**config.mk**
```make
export PLATFORM = sky130hd
export DESIGN_NAME = asp_serial_port
export DESIGN_NICKNAME = d
export VERILOG_FILES = /design/src/asp_pkg.sv /design/src/asp_serial_port.sv
export SDC_FILE = /design/constraint.sdc
export NUM_CORES = 1
export LEC_CHECK = 0
export ABC_AREA = 1
export BUFFER_PORTS_ARGS = -buffer_cell sky130_fd_sc_hd__buf_2
export CORE_MARGIN = 1.5
export CORE_UTILIZATION = 23
export CTS_BUF_LIST = sky130_fd_sc_hd__clkbuf_8
export CTS_CLUSTER_SIZE = 16
export DETAILED_ROUTE_END_ITERATION = 10
export PLACE_DENSITY = 0.44
export SLEW_MARGIN = 10
export SYNTH_ARGS = -nofsm -noshare
export SYNTH_HDL_FRONTEND = slang
export SYNTH_HIERARCHICAL = 1
export SYNTH_SLANG_ARGS = --single-unit
```
**constraint.sdc**
```tcl
create_clock -name core_clk -period 18.9 [get_ports core_clk]
set_input_delay 1.89 -clock core_clk [delete_from_list [all_inputs] [get_ports core_clk]]
set_output_delay 1.89 -clock core_clk [all_outputs]
set_load 0.005 [all_outputs]
```
**src/asp_pkg.sv**
```systemverilog
package asp_pkg;
  // register frame: eleven byte-wide registers on the 16-bit peripheral bus
  localparam logic [15:0] ASP_BASE = 16'h7050;
  localparam logic [15:0] ASP_NUM_REGS = 16'h000B;
  localparam logic [3:0] REG_CHAR_CTL = 4'h0;
  localparam logic [3:0] REG_CTL1 = 4'h1;
  localparam logic [3:0] REG_BAUD_HI = 4'h2;
  localparam logic [3:0] REG_BAUD_LO = 4'h3;
  localparam logic [3:0] REG_CTL2 = 4'h4;
  localparam logic [3:0] REG_RX_STAT = 4'h5;
  localparam logic [3:0] REG_RX_PEEK = 4'h6;
  localparam logic [3:0] REG_RX_BUF = 4'h7;
  localparam logic [3:0] REG_TX_BUF = 4'h9;
  localparam logic [3:0] REG_PIN_CTL = 4'hA;
  // character control fields
  localparam int CC_STOP2 = 7;
  localparam int CC_PAR_ODD = 6;
  localparam int CC_PAR_EN = 5;
  localparam int CC_ADDR_MODE = 3;
  localparam int CC_LEN_LSB = 0;
  localparam int CC_LEN_W = 3;
  // control 1 fields
  localparam int C1_RXERR_IE = 6;
  localparam int C1_TXWAKE = 3;
  localparam int C1_SLEEP = 2;
  localparam int C1_TX_EN = 1;
  localparam int C1_RX_EN = 0;
  // control 2 fields
  localparam int C2_TX_BUFFER_READY_FLAG = 7;
  localparam int C2_TXEMPTY = 6;
  localparam int C2_RX_IE = 1;
  localparam int C2_TX_IE = 0;
  // receive status fields
  localparam int RS_ERROR = 7;
  localparam int RS_RX_BUFFER_READY_FLAG = 6;
  localparam int RS_BREAK = 5;
  localparam int RS_FRAME = 4;
  localparam int RS_OVERRUN = 3;
  localparam int RS_PARITY = 2;
  localparam int RS_WAKE = 1;
  // pin control fields
  localparam int PC_TX_FUNC = 0;
  localparam int PC_RX_FUNC = 1;
  localparam int PC_TX_DIR = 2;
  localparam int PC_TX_OUT = 3;
  localparam int PC_RX_DIR = 4;
  localparam int PC_RX_OUT = 5;
  localparam int PC_TX_IN = 6;
  localparam int PC_RX_IN = 7;
  // reset values
  localparam logic [7:0] CHAR_CTL_RST = 8'h07;
  localparam logic [7:0] CTL1_RST = 8'h00;
  localparam logic [7:0] CTL2_RST = 8'h00;
  localparam logic [15:0] BAUD_RST = 16'h0000;
  localparam logic [7:0] PIN_CTL_RST = 8'h03;
  // timing
  localparam int CLK_HZ = 20_000_000;
  localparam logic [2:0] OVS_LAST = 3'h7;
  localparam logic [2:0] START_MID = 3'h3;
  localparam logic [6:0] IDLE_TICKS = 7'h50;
  localparam logic [3:0] WAKE_GAP_BITS = 4'hB;
  localparam logic [3:0] MAX_FRAME_BITS = 4'hD;
endpackage

`timescale 1ns/100ps
`default_nettype none

// oversample tick generator: one pulse every divisor+1 clocks
module asp_baud_gen #(
  parameter int DIV_W = 16
) (
  input wire logic core_clk,
  input wire logic sys_rst,
  input wire logic [DIV_W-1:0] divisor,
  output logic tick
);
  logic [DIV_W-1:0] count;
  logic [DIV_W-1:0] limit;

  // zero is clamped to one so the period never falls below two clocks
  assign limit = (divisor == '0) ? DIV_W'(1) : divisor;

  // up counter compares against the live divisor and clears to zero at the limit
  always_ff @(posedge core_clk) begin
    if (sys_rst) begin
      count <= '0;
      tick <= 1'b0;
    end else if (count >= limit) begin
      count <= '0;
      tick <= 1'b1;
    end else begin
      count <= count + DIV_W'(1);
      tick <= 1'b0;
    end
  end
endmodule

`default_nettype wire

```
**src/asp_serial_port.sv**
```systemverilog
// Contract
// RQ1: frames are NRZ on the line with one start bit before data.
// RQ2: character length programmable from one to eight bits, both directions.
// RQ3: optional parity after data, even or odd, sent and checked.
// RQ4: frame ends with one or two stop bits, software chosen.
// RQ5: bit period comes from a 16-bit software baud divisor.
// RQ6: fastest setting gives 625 kbit/s from a 10 MHz system clock.
// RQ7: parity, overrun, framing and break each have their own flag.
// RQ8: separate function and interrupt enables for transmitter and receiver.
// RQ9: half-duplex as well as full-duplex use of the link.
// RQ10: transmit and receive each buffered ahead of the shift register.
// RQ11: idle-line and address-bit multiprocessor wake-up schemes.
// RQ12: transmit-ready set while the transmit buffer can take a character.
// RQ13: transmitter-empty set while the shift register has nothing left.
// RQ14: receive-ready shows a character waiting in the receive buffer.
// RQ15: break-detect set when a break is seen on the receive line.
// RQ16: summary error flag set while any receive error is present.
// RQ17: each interrupt gated by its own enable; break bypasses enables.
// RQ18: both pins usable as serial pins or general-purpose I/O.
// RQ19: eleven registers starting at peripheral address 7050h.
// RQ20: 8-bit registers on bits 7-0; upper byte reads zero, writes ignored.
// RQ21: line idles high, start low, stop high, data LSB first.
// RQ22: receiver samples bit centres from start edge; low stop is framing.
`timescale 1ns/100ps
`default_nettype none

module asp_serial_port
  import asp_pkg::*;
(
  input wire logic core_clk,
  input wire logic sys_rst,
  input wire logic [15:0] bus_addr,
  input wire logic [15:0] bus_wdata,
  input wire logic bus_wr,
  input wire logic bus_rd,
  output logic [15:0] bus_rdata,
  input wire logic serial_tx_pin_i,
  output logic serial_tx_pin_o,
  output logic serial_tx_pin_oe,
  input wire logic serial_rx_pin_i,
  output logic serial_rx_pin_o,
  output logic serial_rx_pin_oe,
  output logic tx_int,
  output logic rx_int
);
  typedef enum logic [2:0] {
    TX_IDLE = 3'b001,
    TX_GAP = 3'b010,
    TX_SHIFT = 3'b100
  } asp_tx_state_type;

  typedef enum logic [3:0] {
    RX_IDLE = 4'b0001,
    RX_START = 4'b0010,
    RX_DATA = 4'b0100,
    RX_STOP = 4'b1000
  } asp_rx_state_type;

  logic [7:0] char_ctl;
  logic [7:0] ctl1;
  logic [7:0] ctl2;
  logic [15:0] baud_div;
  logic [7:0] pin_ctl;
  logic [15:0] offset;
  logic hit;
  logic [3:0] idx;
  logic wr_hit;
  logic rd_hit;
  logic tick;
  logic [2:0] len_m1;

  // decode: whole frame is 16-aligned, so the low nibble is the index
  assign offset = bus_addr - ASP_BASE;
  assign hit = offset < ASP_NUM_REGS; // [RQ19]
  assign idx = offset[3:0];
  assign wr_hit = bus_wr && hit;
  assign rd_hit = bus_rd && hit;
  assign len_m1 = char_ctl[CC_LEN_LSB +: CC_LEN_W];

  // control registers, low byte only
  always_ff @(posedge core_clk) begin
    if (sys_rst) begin
      char_ctl <= CHAR_CTL_RST;
      ctl2 <= CTL2_RST;
      baud_div <= BAUD_RST;
      pin_ctl <= PIN_CTL_RST;
    end else if (wr_hit) begin
      case (idx)
        REG_CHAR_CTL: char_ctl <= bus_wdata[7:0]; // [RQ20]
        REG_CTL2: ctl2 <= bus_wdata[7:0];
        REG_BAUD_HI: baud_div[15:8] <= bus_wdata[7:0]; // [RQ5]
        REG_BAUD_LO: baud_div[7:0] <= bus_wdata[7:0];
        REG_PIN_CTL: pin_ctl <= bus_wdata[7:0];
        default: ;
      endcase
    end
  end

  // divisor d gives 8*(d+1) clocks a bit; d=1 at 10 MHz is 625 kbit/s
  asp_baud_gen #(
    .DIV_W(16)
  ) u_baud (
    .core_clk(core_clk),
    .sys_rst(sys_rst),
    .divisor(baud_div),
    .tick(tick)
  ); // [RQ5] [RQ6]

  // ---------------- pins ----------------
  logic tx_line;
  logic rx_line;

  // each pin either carries the serial function or is a plain port bit
  assign serial_tx_pin_o = pin_ctl[PC_TX_FUNC] ? tx_line
                                               : pin_ctl[PC_TX_OUT]; // [RQ18]
  assign serial_tx_pin_oe = pin_ctl[PC_TX_FUNC] | pin_ctl[PC_TX_DIR];
  assign serial_rx_pin_o = pin_ctl[PC_RX_OUT]; // [RQ18]
  assign serial_rx_pin_oe = ~pin_ctl[PC_RX_FUNC] & pin_ctl[PC_RX_DIR];
  // a pin taken for I/O looks like an idle line to the receiver
  assign rx_line = pin_ctl[PC_RX_FUNC] ? serial_rx_pin_i : 1'b1;

  // ---------------- transmitter ----------------
  asp_tx_state_type tx_state;
  logic [7:0] tx_buf;
  logic tx_buf_full;
  logic [12:0] tx_frame;
  logic [12:0] next_tx_frame;
  logic [3:0] next_tx_count;
  logic [3:0] tx_left;
  logic [2:0] tx_phase;
  logic tx_load;
  logic tx_bit_end;
  logic tx_buf_wr;

  assign tx_buf_wr = wr_hit && (idx == REG_TX_BUF);
  assign tx_load = (tx_state == TX_IDLE) && tx_buf_full && ctl1[C1_TX_EN];
  assign tx_bit_end = tick && (tx_phase == OVS_LAST);

  // assemble start, data, address, parity and stop bits, LSB first
  always_comb begin
    logic [3:0] pos;
    logic par;
    pos = 4'h1;
    par = char_ctl[CC_PAR_ODD];
    next_tx_frame = '1; // stop bits and idle are high [RQ21]
    next_tx_frame[0] = 1'b0; // start bit [RQ1]
    for (int i = 0; i < 8; i++) begin
      if (3'(i) <= len_m1) begin
        next_tx_frame[pos] = tx_buf[i]; // [RQ2]
        par = par ^ tx_buf[i];
        pos = pos + 4'h1;
      end
    end
    if (char_ctl[CC_ADDR_MODE]) begin
      next_tx_frame[pos] = ctl1[C1_TXWAKE]; // address bit [RQ11]
      par = par ^ ctl1[C1_TXWAKE];
      pos = pos + 4'h1;
    end
    if (char_ctl[CC_PAR_EN]) begin
      next_tx_frame[pos] = par; // [RQ3]
      pos = pos + 4'h1;
    end
    next_tx_count = pos + (char_ctl[CC_STOP2] ? 4'h2 : 4'h1); // [RQ4]
  end

  // transmit buffer register ahead of the shifter
  always_ff @(posedge core_clk) begin
    if (sys_rst) begin
      tx_buf <= 8'h00;
      tx_buf_full <= 1'b0;
    end else if (tx_buf_wr) begin
      tx_buf <= bus_wdata[7:0]; // [RQ10]
      tx_buf_full <= 1'b1;
    end else if (tx_load) begin
      tx_buf_full <= 1'b0;
    end
  end

  // shifter; disabling the transmitter drops the frame, line goes high
  always_ff @(posedge core_clk) begin
    if (sys_rst) begin
      tx_state <= TX_IDLE;
      tx_frame <= '1;
      tx_left <= 4'h0;
      tx_phase <= 3'h0;
    end else if (!ctl1[C1_TX_EN]) begin
      tx_state <= TX_IDLE; // [RQ8]
      tx_frame <= '1;
      tx_left <= 4'h0;
    end else begin
      if (tick) begin
        tx_phase <= tx_phase + 3'h1;
      end
      case (tx_state)
        TX_IDLE: begin
          if (tx_load) begin
            tx_frame <= next_tx_frame;
            tx_phase <= 3'h0;
            // idle-line wake marks a block with a long high gap first
            if (!char_ctl[CC_ADDR_MODE] && ctl1[C1_TXWAKE]) begin
              tx_state <= TX_GAP; // [RQ11]
              tx_left <= WAKE_GAP_BITS;
            end else begin
              tx_state <= TX_SHIFT;
              tx_left <= next_tx_count;
            end
          end
        end
        TX_GAP: begin
          if (tx_bit_end) begin
            if (tx_left == 4'h1) begin
              tx_state <= TX_SHIFT;
              tx_left <= next_tx_count;
            end else begin
              tx_left <= tx_left - 4'h1;
            end
          end
        end
        TX_SHIFT: begin
          if (tx_bit_end) begin
            tx_frame <= {1'b1, tx_frame[12:1]}; // LSB first [RQ21]
            tx_left <= tx_left - 4'h1;
            if (tx_left == 4'h1) begin
              tx_state <= TX_IDLE;
            end
          end
        end
        default: tx_state <= TX_IDLE;
      endcase
    end
  end

  // gated by the enable so a disable takes the line high at once
  assign tx_line = (tx_state == TX_SHIFT && ctl1[C1_TX_EN]) ? tx_frame[0]
                                                           : 1'b1; // [RQ1]

  // ---------------- receiver ----------------
  asp_rx_state_type rx_state;
  logic [9:0] rx_shift;
  logic [3:0] rx_cnt;
  logic [3:0] rx_nbits;
  logic [2:0] rx_phase;
  logic [6:0] idle_cnt;
  logic after_idle;
  logic [7:0] rx_buf;
  logic rx_rdy;
  logic rx_pe;
  logic rx_oe;
  logic rx_fe;
  logic rx_brk;
  logic rx_wake;
  logic rx_done;
  logic rx_stop_bit;
  logic [7:0] rx_data;
  logic rx_addr_bit;
  logic rx_par_bit;
  logic rx_par_err;
  logic rx_is_addr;
  logic rx_accept;
  logic rx_buf_rd;
  logic rx_err;
  logic rx_line_q;

  assign rx_nbits = {1'b0, len_m1} + 4'h1 + {3'h0, char_ctl[CC_ADDR_MODE]}
                    + {3'h0, char_ctl[CC_PAR_EN]};

  // unpack the sampled bits of the finished character
  always_comb begin
    rx_data = 8'h00;
    for (int i = 0; i < 8; i++) begin
      if (3'(i) <= len_m1) begin
        rx_data[i] = rx_shift[i]; // [RQ2]
      end
    end
    rx_addr_bit = rx_shift[{1'b0, len_m1} + 4'h1];
    rx_par_bit = rx_shift[rx_nbits - 4'h1];
    rx_par_err = char_ctl[CC_PAR_EN] && ((^rx_data) ^ rx_par_bit
                 ^ (char_ctl[CC_ADDR_MODE] & rx_addr_bit)
                 ^ char_ctl[CC_PAR_ODD]); // [RQ3]
  end

  assign rx_done = (rx_state == RX_STOP) && tick && (rx_phase == OVS_LAST);
  assign rx_stop_bit = rx_line;
  assign rx_is_addr = char_ctl[CC_ADDR_MODE] ? rx_addr_bit : after_idle;
  // asleep, only address characters and breaks reach the buffer
  assign rx_accept = rx_done && (!ctl1[C1_SLEEP] || rx_is_addr
                     || (rx_shift == 10'h000 && !rx_stop_bit)); // [RQ11]
  assign rx_buf_rd = rd_hit && (idx == REG_RX_BUF);

  // previous line level; resets to idle high so reset makes no false edge
  always_ff @(posedge core_clk) begin
    if (sys_rst) begin
      rx_line_q <= 1'b1;
    end else begin
      rx_line_q <= rx_line;
    end
  end

  // start detect, centre sampling, stop check
  always_ff @(posedge core_clk) begin
    if (sys_rst || !ctl1[C1_RX_EN]) begin
      rx_state <= RX_IDLE; // [RQ8]
      rx_shift <= 10'h000;
      rx_cnt <= 4'h0;
      rx_phase <= 3'h0;
    end else begin
      if (tick) begin
        rx_phase <= rx_phase + 3'h1;
      end
      case (rx_state)
        RX_IDLE: begin
          // falling edge only: a line still low after a bad stop is no start
          if (rx_line_q && !rx_line) begin // [RQ22]
            rx_state <= RX_START;
            rx_phase <= 3'h0;
            rx_shift <= 10'h000;
          end
        end
        RX_START: begin
          // recheck half a bit in, a short glitch is not a start
          if (tick && rx_phase == START_MID) begin
            rx_phase <= 3'h0;
            rx_cnt <= 4'h0;
            rx_state <= rx_line ? RX_IDLE : RX_DATA; // [RQ22]
          end
        end
        RX_DATA: begin
          if (tick && rx_phase == OVS_LAST) begin
            rx_shift[rx_cnt] <= rx_line; // [RQ22]
            rx_cnt <= rx_cnt + 4'h1;
            if (rx_cnt == rx_nbits - 4'h1) begin
              rx_state <= RX_STOP;
            end
          end
        end
        RX_STOP: begin
          // only the first stop bit is checked, a second is just idle
          if (rx_done) begin
            rx_state <= RX_IDLE;
          end
        end
        default: rx_state <= RX_IDLE;
      endcase
    end
  end

  // idle-line detector: ten bit times of high between characters
  always_ff @(posedge core_clk) begin
    if (sys_rst) begin
      idle_cnt <= 7'h00;
      after_idle <= 1'b0;
    end else if (rx_state != RX_IDLE || !rx_line) begin
      idle_cnt <= 7'h00;
      if (rx_state == RX_IDLE) begin
        after_idle <= (idle_cnt == IDLE_TICKS); // [RQ11]
      end
    end else if (tick && idle_cnt != IDLE_TICKS) begin
      idle_cnt <= idle_cnt + 7'h01;
    end
  end

  // receive buffer and flags; a new character wins over a buffer read
  always_ff @(posedge core_clk) begin
    if (sys_rst) begin
      rx_buf <= 8'h00;
      rx_rdy <= 1'b0;
      rx_pe <= 1'b0;
      rx_oe <= 1'b0;
      rx_fe <= 1'b0;
      rx_brk <= 1'b0;
      rx_wake <= 1'b0;
    end else begin
      if (rx_buf_rd) begin
        rx_rdy <= 1'b0; // [RQ14]
        rx_pe <= 1'b0;
        rx_oe <= 1'b0;
        rx_fe <= 1'b0;
        rx_brk <= 1'b0;
      end
      if (rx_accept) begin
        rx_buf <= rx_data; // [RQ10]
        rx_rdy <= 1'b1; // [RQ14]
        rx_wake <= rx_is_addr;
        rx_pe <= rx_par_err; // [RQ7]
        rx_fe <= !rx_stop_bit; // [RQ22]
        // unread character still waiting means the old one is lost
        rx_oe <= rx_rdy && !rx_buf_rd; // [RQ7]
        rx_brk <= (rx_shift == 10'h000) && !rx_stop_bit; // [RQ15]
      end
    end
  end

  assign rx_err = rx_pe | rx_oe | rx_fe | rx_brk; // [RQ16]

  // control 1, software clears wake bit; load clears it too unless rewritten
  always_ff @(posedge core_clk) begin
    if (sys_rst) begin
      ctl1 <= CTL1_RST;
    end else if (wr_hit && idx == REG_CTL1) begin
      ctl1 <= bus_wdata[7:0]; // [RQ8] [RQ9]
    end else if (tx_load) begin
      ctl1[C1_TXWAKE] <= 1'b0;
    end
  end

  // interrupt levels; break reaches the receiver line with no enable
  assign tx_int = ctl2[C2_TX_IE] & ~tx_buf_full & ctl1[C1_TX_EN]; // [RQ17]
  assign rx_int = (ctl2[C2_RX_IE] & rx_rdy)
                  | (ctl1[C1_RXERR_IE] & rx_err) | rx_brk; // [RQ17]

  // read data, one cycle after the strobe, upper byte always zero
  always_ff @(posedge core_clk) begin
    if (sys_rst) begin
      bus_rdata <= 16'h0000;
    end else if (rd_hit) begin
      bus_rdata[15:8] <= 8'h00; // [RQ20]
      case (idx)
        REG_CHAR_CTL: bus_rdata[7:0] <= char_ctl;
        REG_CTL1: bus_rdata[7:0] <= ctl1;
        REG_BAUD_HI: bus_rdata[7:0] <= baud_div[15:8];
        REG_BAUD_LO: bus_rdata[7:0] <= baud_div[7:0];
        REG_CTL2: begin
          bus_rdata[7:0] <= ctl2;
          bus_rdata[C2_TX_BUFFER_READY_FLAG] <= ~tx_buf_full; // [RQ12]
          bus_rdata[C2_TXEMPTY] <= (tx_state == TX_IDLE) && !tx_load; // [RQ13]
        end
        REG_RX_STAT: bus_rdata[7:0] <= {rx_err, rx_rdy, rx_brk, rx_fe,
                                        rx_oe, rx_pe, rx_wake, 1'b0}; // [RQ7]
        REG_RX_PEEK: bus_rdata[7:0] <= rx_buf;
        REG_RX_BUF: bus_rdata[7:0] <= rx_buf;
        REG_PIN_CTL: begin
          bus_rdata[7:0] <= pin_ctl;
          bus_rdata[PC_TX_IN] <= serial_tx_pin_i;
          bus_rdata[PC_RX_IN] <= serial_rx_pin_i;
        end
        default: bus_rdata[7:0] <= 8'h00;
      endcase
    end else begin
      bus_rdata <= 16'h0000;
    end
  end
endmodule

`default_nettype wire

```
==> results.md <==
- I/O pin total: 60
- Number of rows in the core area: 76
- Clock tree from TritonCTS: done
- Number of synthesized flops with an enable pin: 0
- Post-CTS sizing: 0
- Startpoint type of the worst setup path: register
- Die Wd: 212 um
- Critical path's largest stage delay: 0.68 ns
- Vias: 9644
- Highest signal layer in the routed design: met4
- Capture point of the worst reg-to-reg path: tx_left[3]
- Total clock buffers created by CTS: 17
- Number of design-rule violations left by the first detailed-router iteration: 504
- Vertical die dimension: 212 um
- Final Hold Viols: 0
- Sequential fraction of the synthesis area: 29.0%
- Worst setup path category: reg2reg
- Worst rel slew slack: 28.8%
- Unrepaired setup endpoints after global routing: false
- Most repeated library cell on the critical path: nand2_1
- Clock network latency to the later pin of the worst-skew pair: 0.48 ns
- Amount of wire on met3 after detailed routing: 875 um
- Clock power share: 43.6%
- Synth Register Bits: 145
- Max Freq: 136 MHz
- Area of the placeable core: 0.0430 mm^2
- Synthesized area per cell: 6.55 um^2
- Worst min path class: reg2reg
- H-Tree Depth: 4
- Cells after Synth: 1528
- CP Max Fanout: 12
- Leading cell type in the layout, fill and taps excluded: nand2_1
- Routed length on met2: 13800 um
- Final worst slack: 11.52 ns
- Combinational group share of total power: 7.0%
- Post-synthesis instance area: 0.0100 mm^2
- All-layer global routing usage: 14.1%
- Cell class contributing the biggest share of worst-path delay: adder cells
- Fin crit period: 7.38 ns
- Ratio of cells with drive above 1 in the final layout: 8.47%
- Number of pins with negative max-slew slack in the final report: 0
- Worst reg2reg path depth: 45
- Wire length of the first global-routing pass: 49900 um
- Cell internal pwr: 465 uW
- Yosys cell types: 51
- Antenna violations before repair: 0
- Worst flop-to-flop path startpoint: char_ctl[0]
- Min-Delay Startpoint: tx_frame[3]
- Setup Total Neg Slack: 0 ns
- Maximum number of pins on one net before global-route repair: 58
- Port buffer count: 43
- Sinks on Clock Net: 145
- CTS root buf: clkbuf_8
- Max-cap check violation count: 0
- Worst path slowest cell: dfxtp_1
- Gpl congestion: 0.858
- Area growth from synthesis to final layout: 12.2%
- Estimated wirelength of the detail-placed design: 24200 um
- Leak Pwr: 0.00487 uW
- Data required time at the worst endpoint: 19.27 ns
- Vias per cell: 4.48
- Number of nets in the layout: 1666
- Antenna Nets Post-Route: 0
- Top library cells by usage in the layout, fill and taps aside: nand2_1 (299), inv_1 (206), o21ai_0 (163)
- Switching share of power: 26.9%
- Maximum buffer depth of the clock tree: 2
- Total Power: 637 uW
- Detailed-route wire length: 30800 um
- Data arrival, critical path: 7.75 ns
- Fraction of the cycle the final worst path needs: 39.0%
- Sw Pwr: 172 uW
- WHS Path Cells: 2
- DRC violations left: 0
- Worst setup timing slack at the placement stage: 11.57 ns
- Utilization of the core after routing: 26.2%
- Vias in the first global route: 9250
- Diodes inserted: 0
- Power density normalized to cell area: 56.7 mW/mm^2
- Final worst clock skew: 0.0207 ns
- Starting density of the core: 23.3%
- Worst setup slack for register-to-register paths: 11.52 ns
- Post-CTS Hold Buffers: 0
- Sequential group share of total power: 49.4%
- Wire length per cell: 14.3 um
- FFs w/ async S/R, synth: 0%
- Iteration count of the initial detailed-routing pass: 5
- Die footprint: 0.0448 mm^2
- Run status: completed
- Post-CTS Setup Repair Bufs: 0
- Pin slew with the least headroom to its limit: 1.06 ns
- Prevailing post-synth register cell: dfxtp_1
- Global-route congestion overflow total: 0
- Worst min-delay path endpoint: tx_frame[3]
- Synth warn: 6
- Crit end category: register
- Wl on met1: 15700 um
- Clock-pin slew on the worst setup and hold paths: 0.09 ns
- Worst IR drop on VDD: 0.0425 mV
- Number of fill cells in the layout: 4929
- Worst setup startpoint: char_ctl[0]
- Setup violators final: 0
- CP bufs+invs: 13
-- cell usage after synthesis (2+ instances only) --
cell type / count / share of area, %
nand4_1: 16 / 1.0
nor4_1: 9 / 0.56
or2_2: 3 / 0.19
o31ai_1: 5 / 0.37
o21ai_1: 13 / 0.65
nor2_2: 9 / 0.56
xor2_1: 27 / 2.4
nand2_1: 299 / 11
inv_1: 206 / 7.7
a31oi_1: 3 / 0.19
o311ai_0: 2 / 0.17
buf_4: 9 / 0.67
nand3b_1: 4 / 0.30
nor2_4: 4 / 0.45
a21oi_1: 143 / 7.1
dfxtp_1: 145 / 29
ha_1: 67 / 8.4
inv_4: 2 / 0.12
nand3_1: 79 / 3.9
nand2_2: 16 / 1.0
xnor2_1: 13 / 1.1
o21ai_0: 163 / 8.1
nor3b_1: 3 / 0.22
nor3_1: 24 / 1.2
o211ai_1: 14 / 1.0
a21o_1: 2 / 0.15
a31o_2: 2 / 0.17
clkinv_1: 4 / 0.15
o22ai_1: 5 / 0.31
a221oi_1: 14 / 1.2
clkbuf_1: 31 / 1.2
nand2_4: 9 / 1.0
inv_2: 6 / 0.22
a211oi_1: 2 / 0.15
fa_1: 2 / 0.40
nor2_1: 158 / 5.9
-- per-layer routing --
metal,vias up,global-route usage (%)
met5,-,0
met4,0,4.33
met3,31,1.99
met2,142,22.7
met1,4379,19.5
li1,5092,-
-- flip-flops by register name (all words and copies together), names as in the netlist, 3 cells and up --
register	flops
baud_div	16
bus_rdata	8
char_ctl	8
ctl1	8
ctl2	6
idle_cnt	7
pin_ctl	6
rx_buf	8
rx_cnt	4
rx_phase	3
rx_shift	10
rx_state	4
tx_buf	8
tx_frame	13
tx_left	4
tx_phase	3
tx_state	3
u_baud/count	16
-- power groups by stage --
stage	sequential, uW	clock, uW	combinational (uW)
after floorplan	318	0	35.5
after global placement	322	0	44.5
after detailed placement	322	0	45.5
after CTS	315	286	45.9
after global routing	316	297	51.5
final	315	277	44.6
-- stage by stage --
step,hold WS [ns],cells,cell area (um^2)
finish,0.475,2155,11200
global route,0.487,2155,11200
floorplan,0.435,1535,10000
global placement,0.447,2125,10800
detailed placement,0.455,2125,10800
CTS,0.475,2155,11200
-- cell type report --
cell class	instances	area (um^2)	area share [%]
Inverter	218	823	7.32
Timing Repair Buffer	47	245	2.18
Clock buffer	17	234	2.08
Sequential cell	145	2900	25.8
Tap cell	585	732	6.51
Multi-Input combinational cell	1130	6120	54.4
Clock inverter	13	186	1.66
-- worst max-delay path by stage --
stage / endpoint / slack, ns / cells after the start
final: tx_left[3] / 11.52 / 45
after global routing: tx_left[3] / 10.86 / 45
after global placement: tx_left[3] / 11.62 / 45
after CTS: tx_left[3] / 11.49 / 45
after detailed placement: tx_left[3] / 11.57 / 45
after floorplan: tx_left[3] / 12.84 / 46
-- logic make-up (layout without fill, tap and decap cells) --
kind of cell | after synthesis | count (layout) | synth area share, %
AOI/OAI and AO/OA | 375 | 375 | 20.3
xor gates and xnor gates | 40 | 40 | 3.50
adders and majority gates | 69 | 69 | 8.77
buffers and inverters | 260 | 295 | 10.2
DFF | 145 | 145 | 29.0
muxes | 1 | 1 | 0.112
other | 1 | 8 | 0.0374
and+or+nand+nor | 637 | 637 | 28.1
-- worst reg2reg max path, delay by kind of cell (launching register included) --
kind | cells | cell delay (ns)
AOI/OAI and AO/OA | 3 | 0.58
adders and majority gates | 9 | 2.45
DFF | 1 | 0.68
and+or+nand+nor | 20 | 2.24
buffers and inverters | 13 | 1.31
Power figures use the tool's default switching activity.
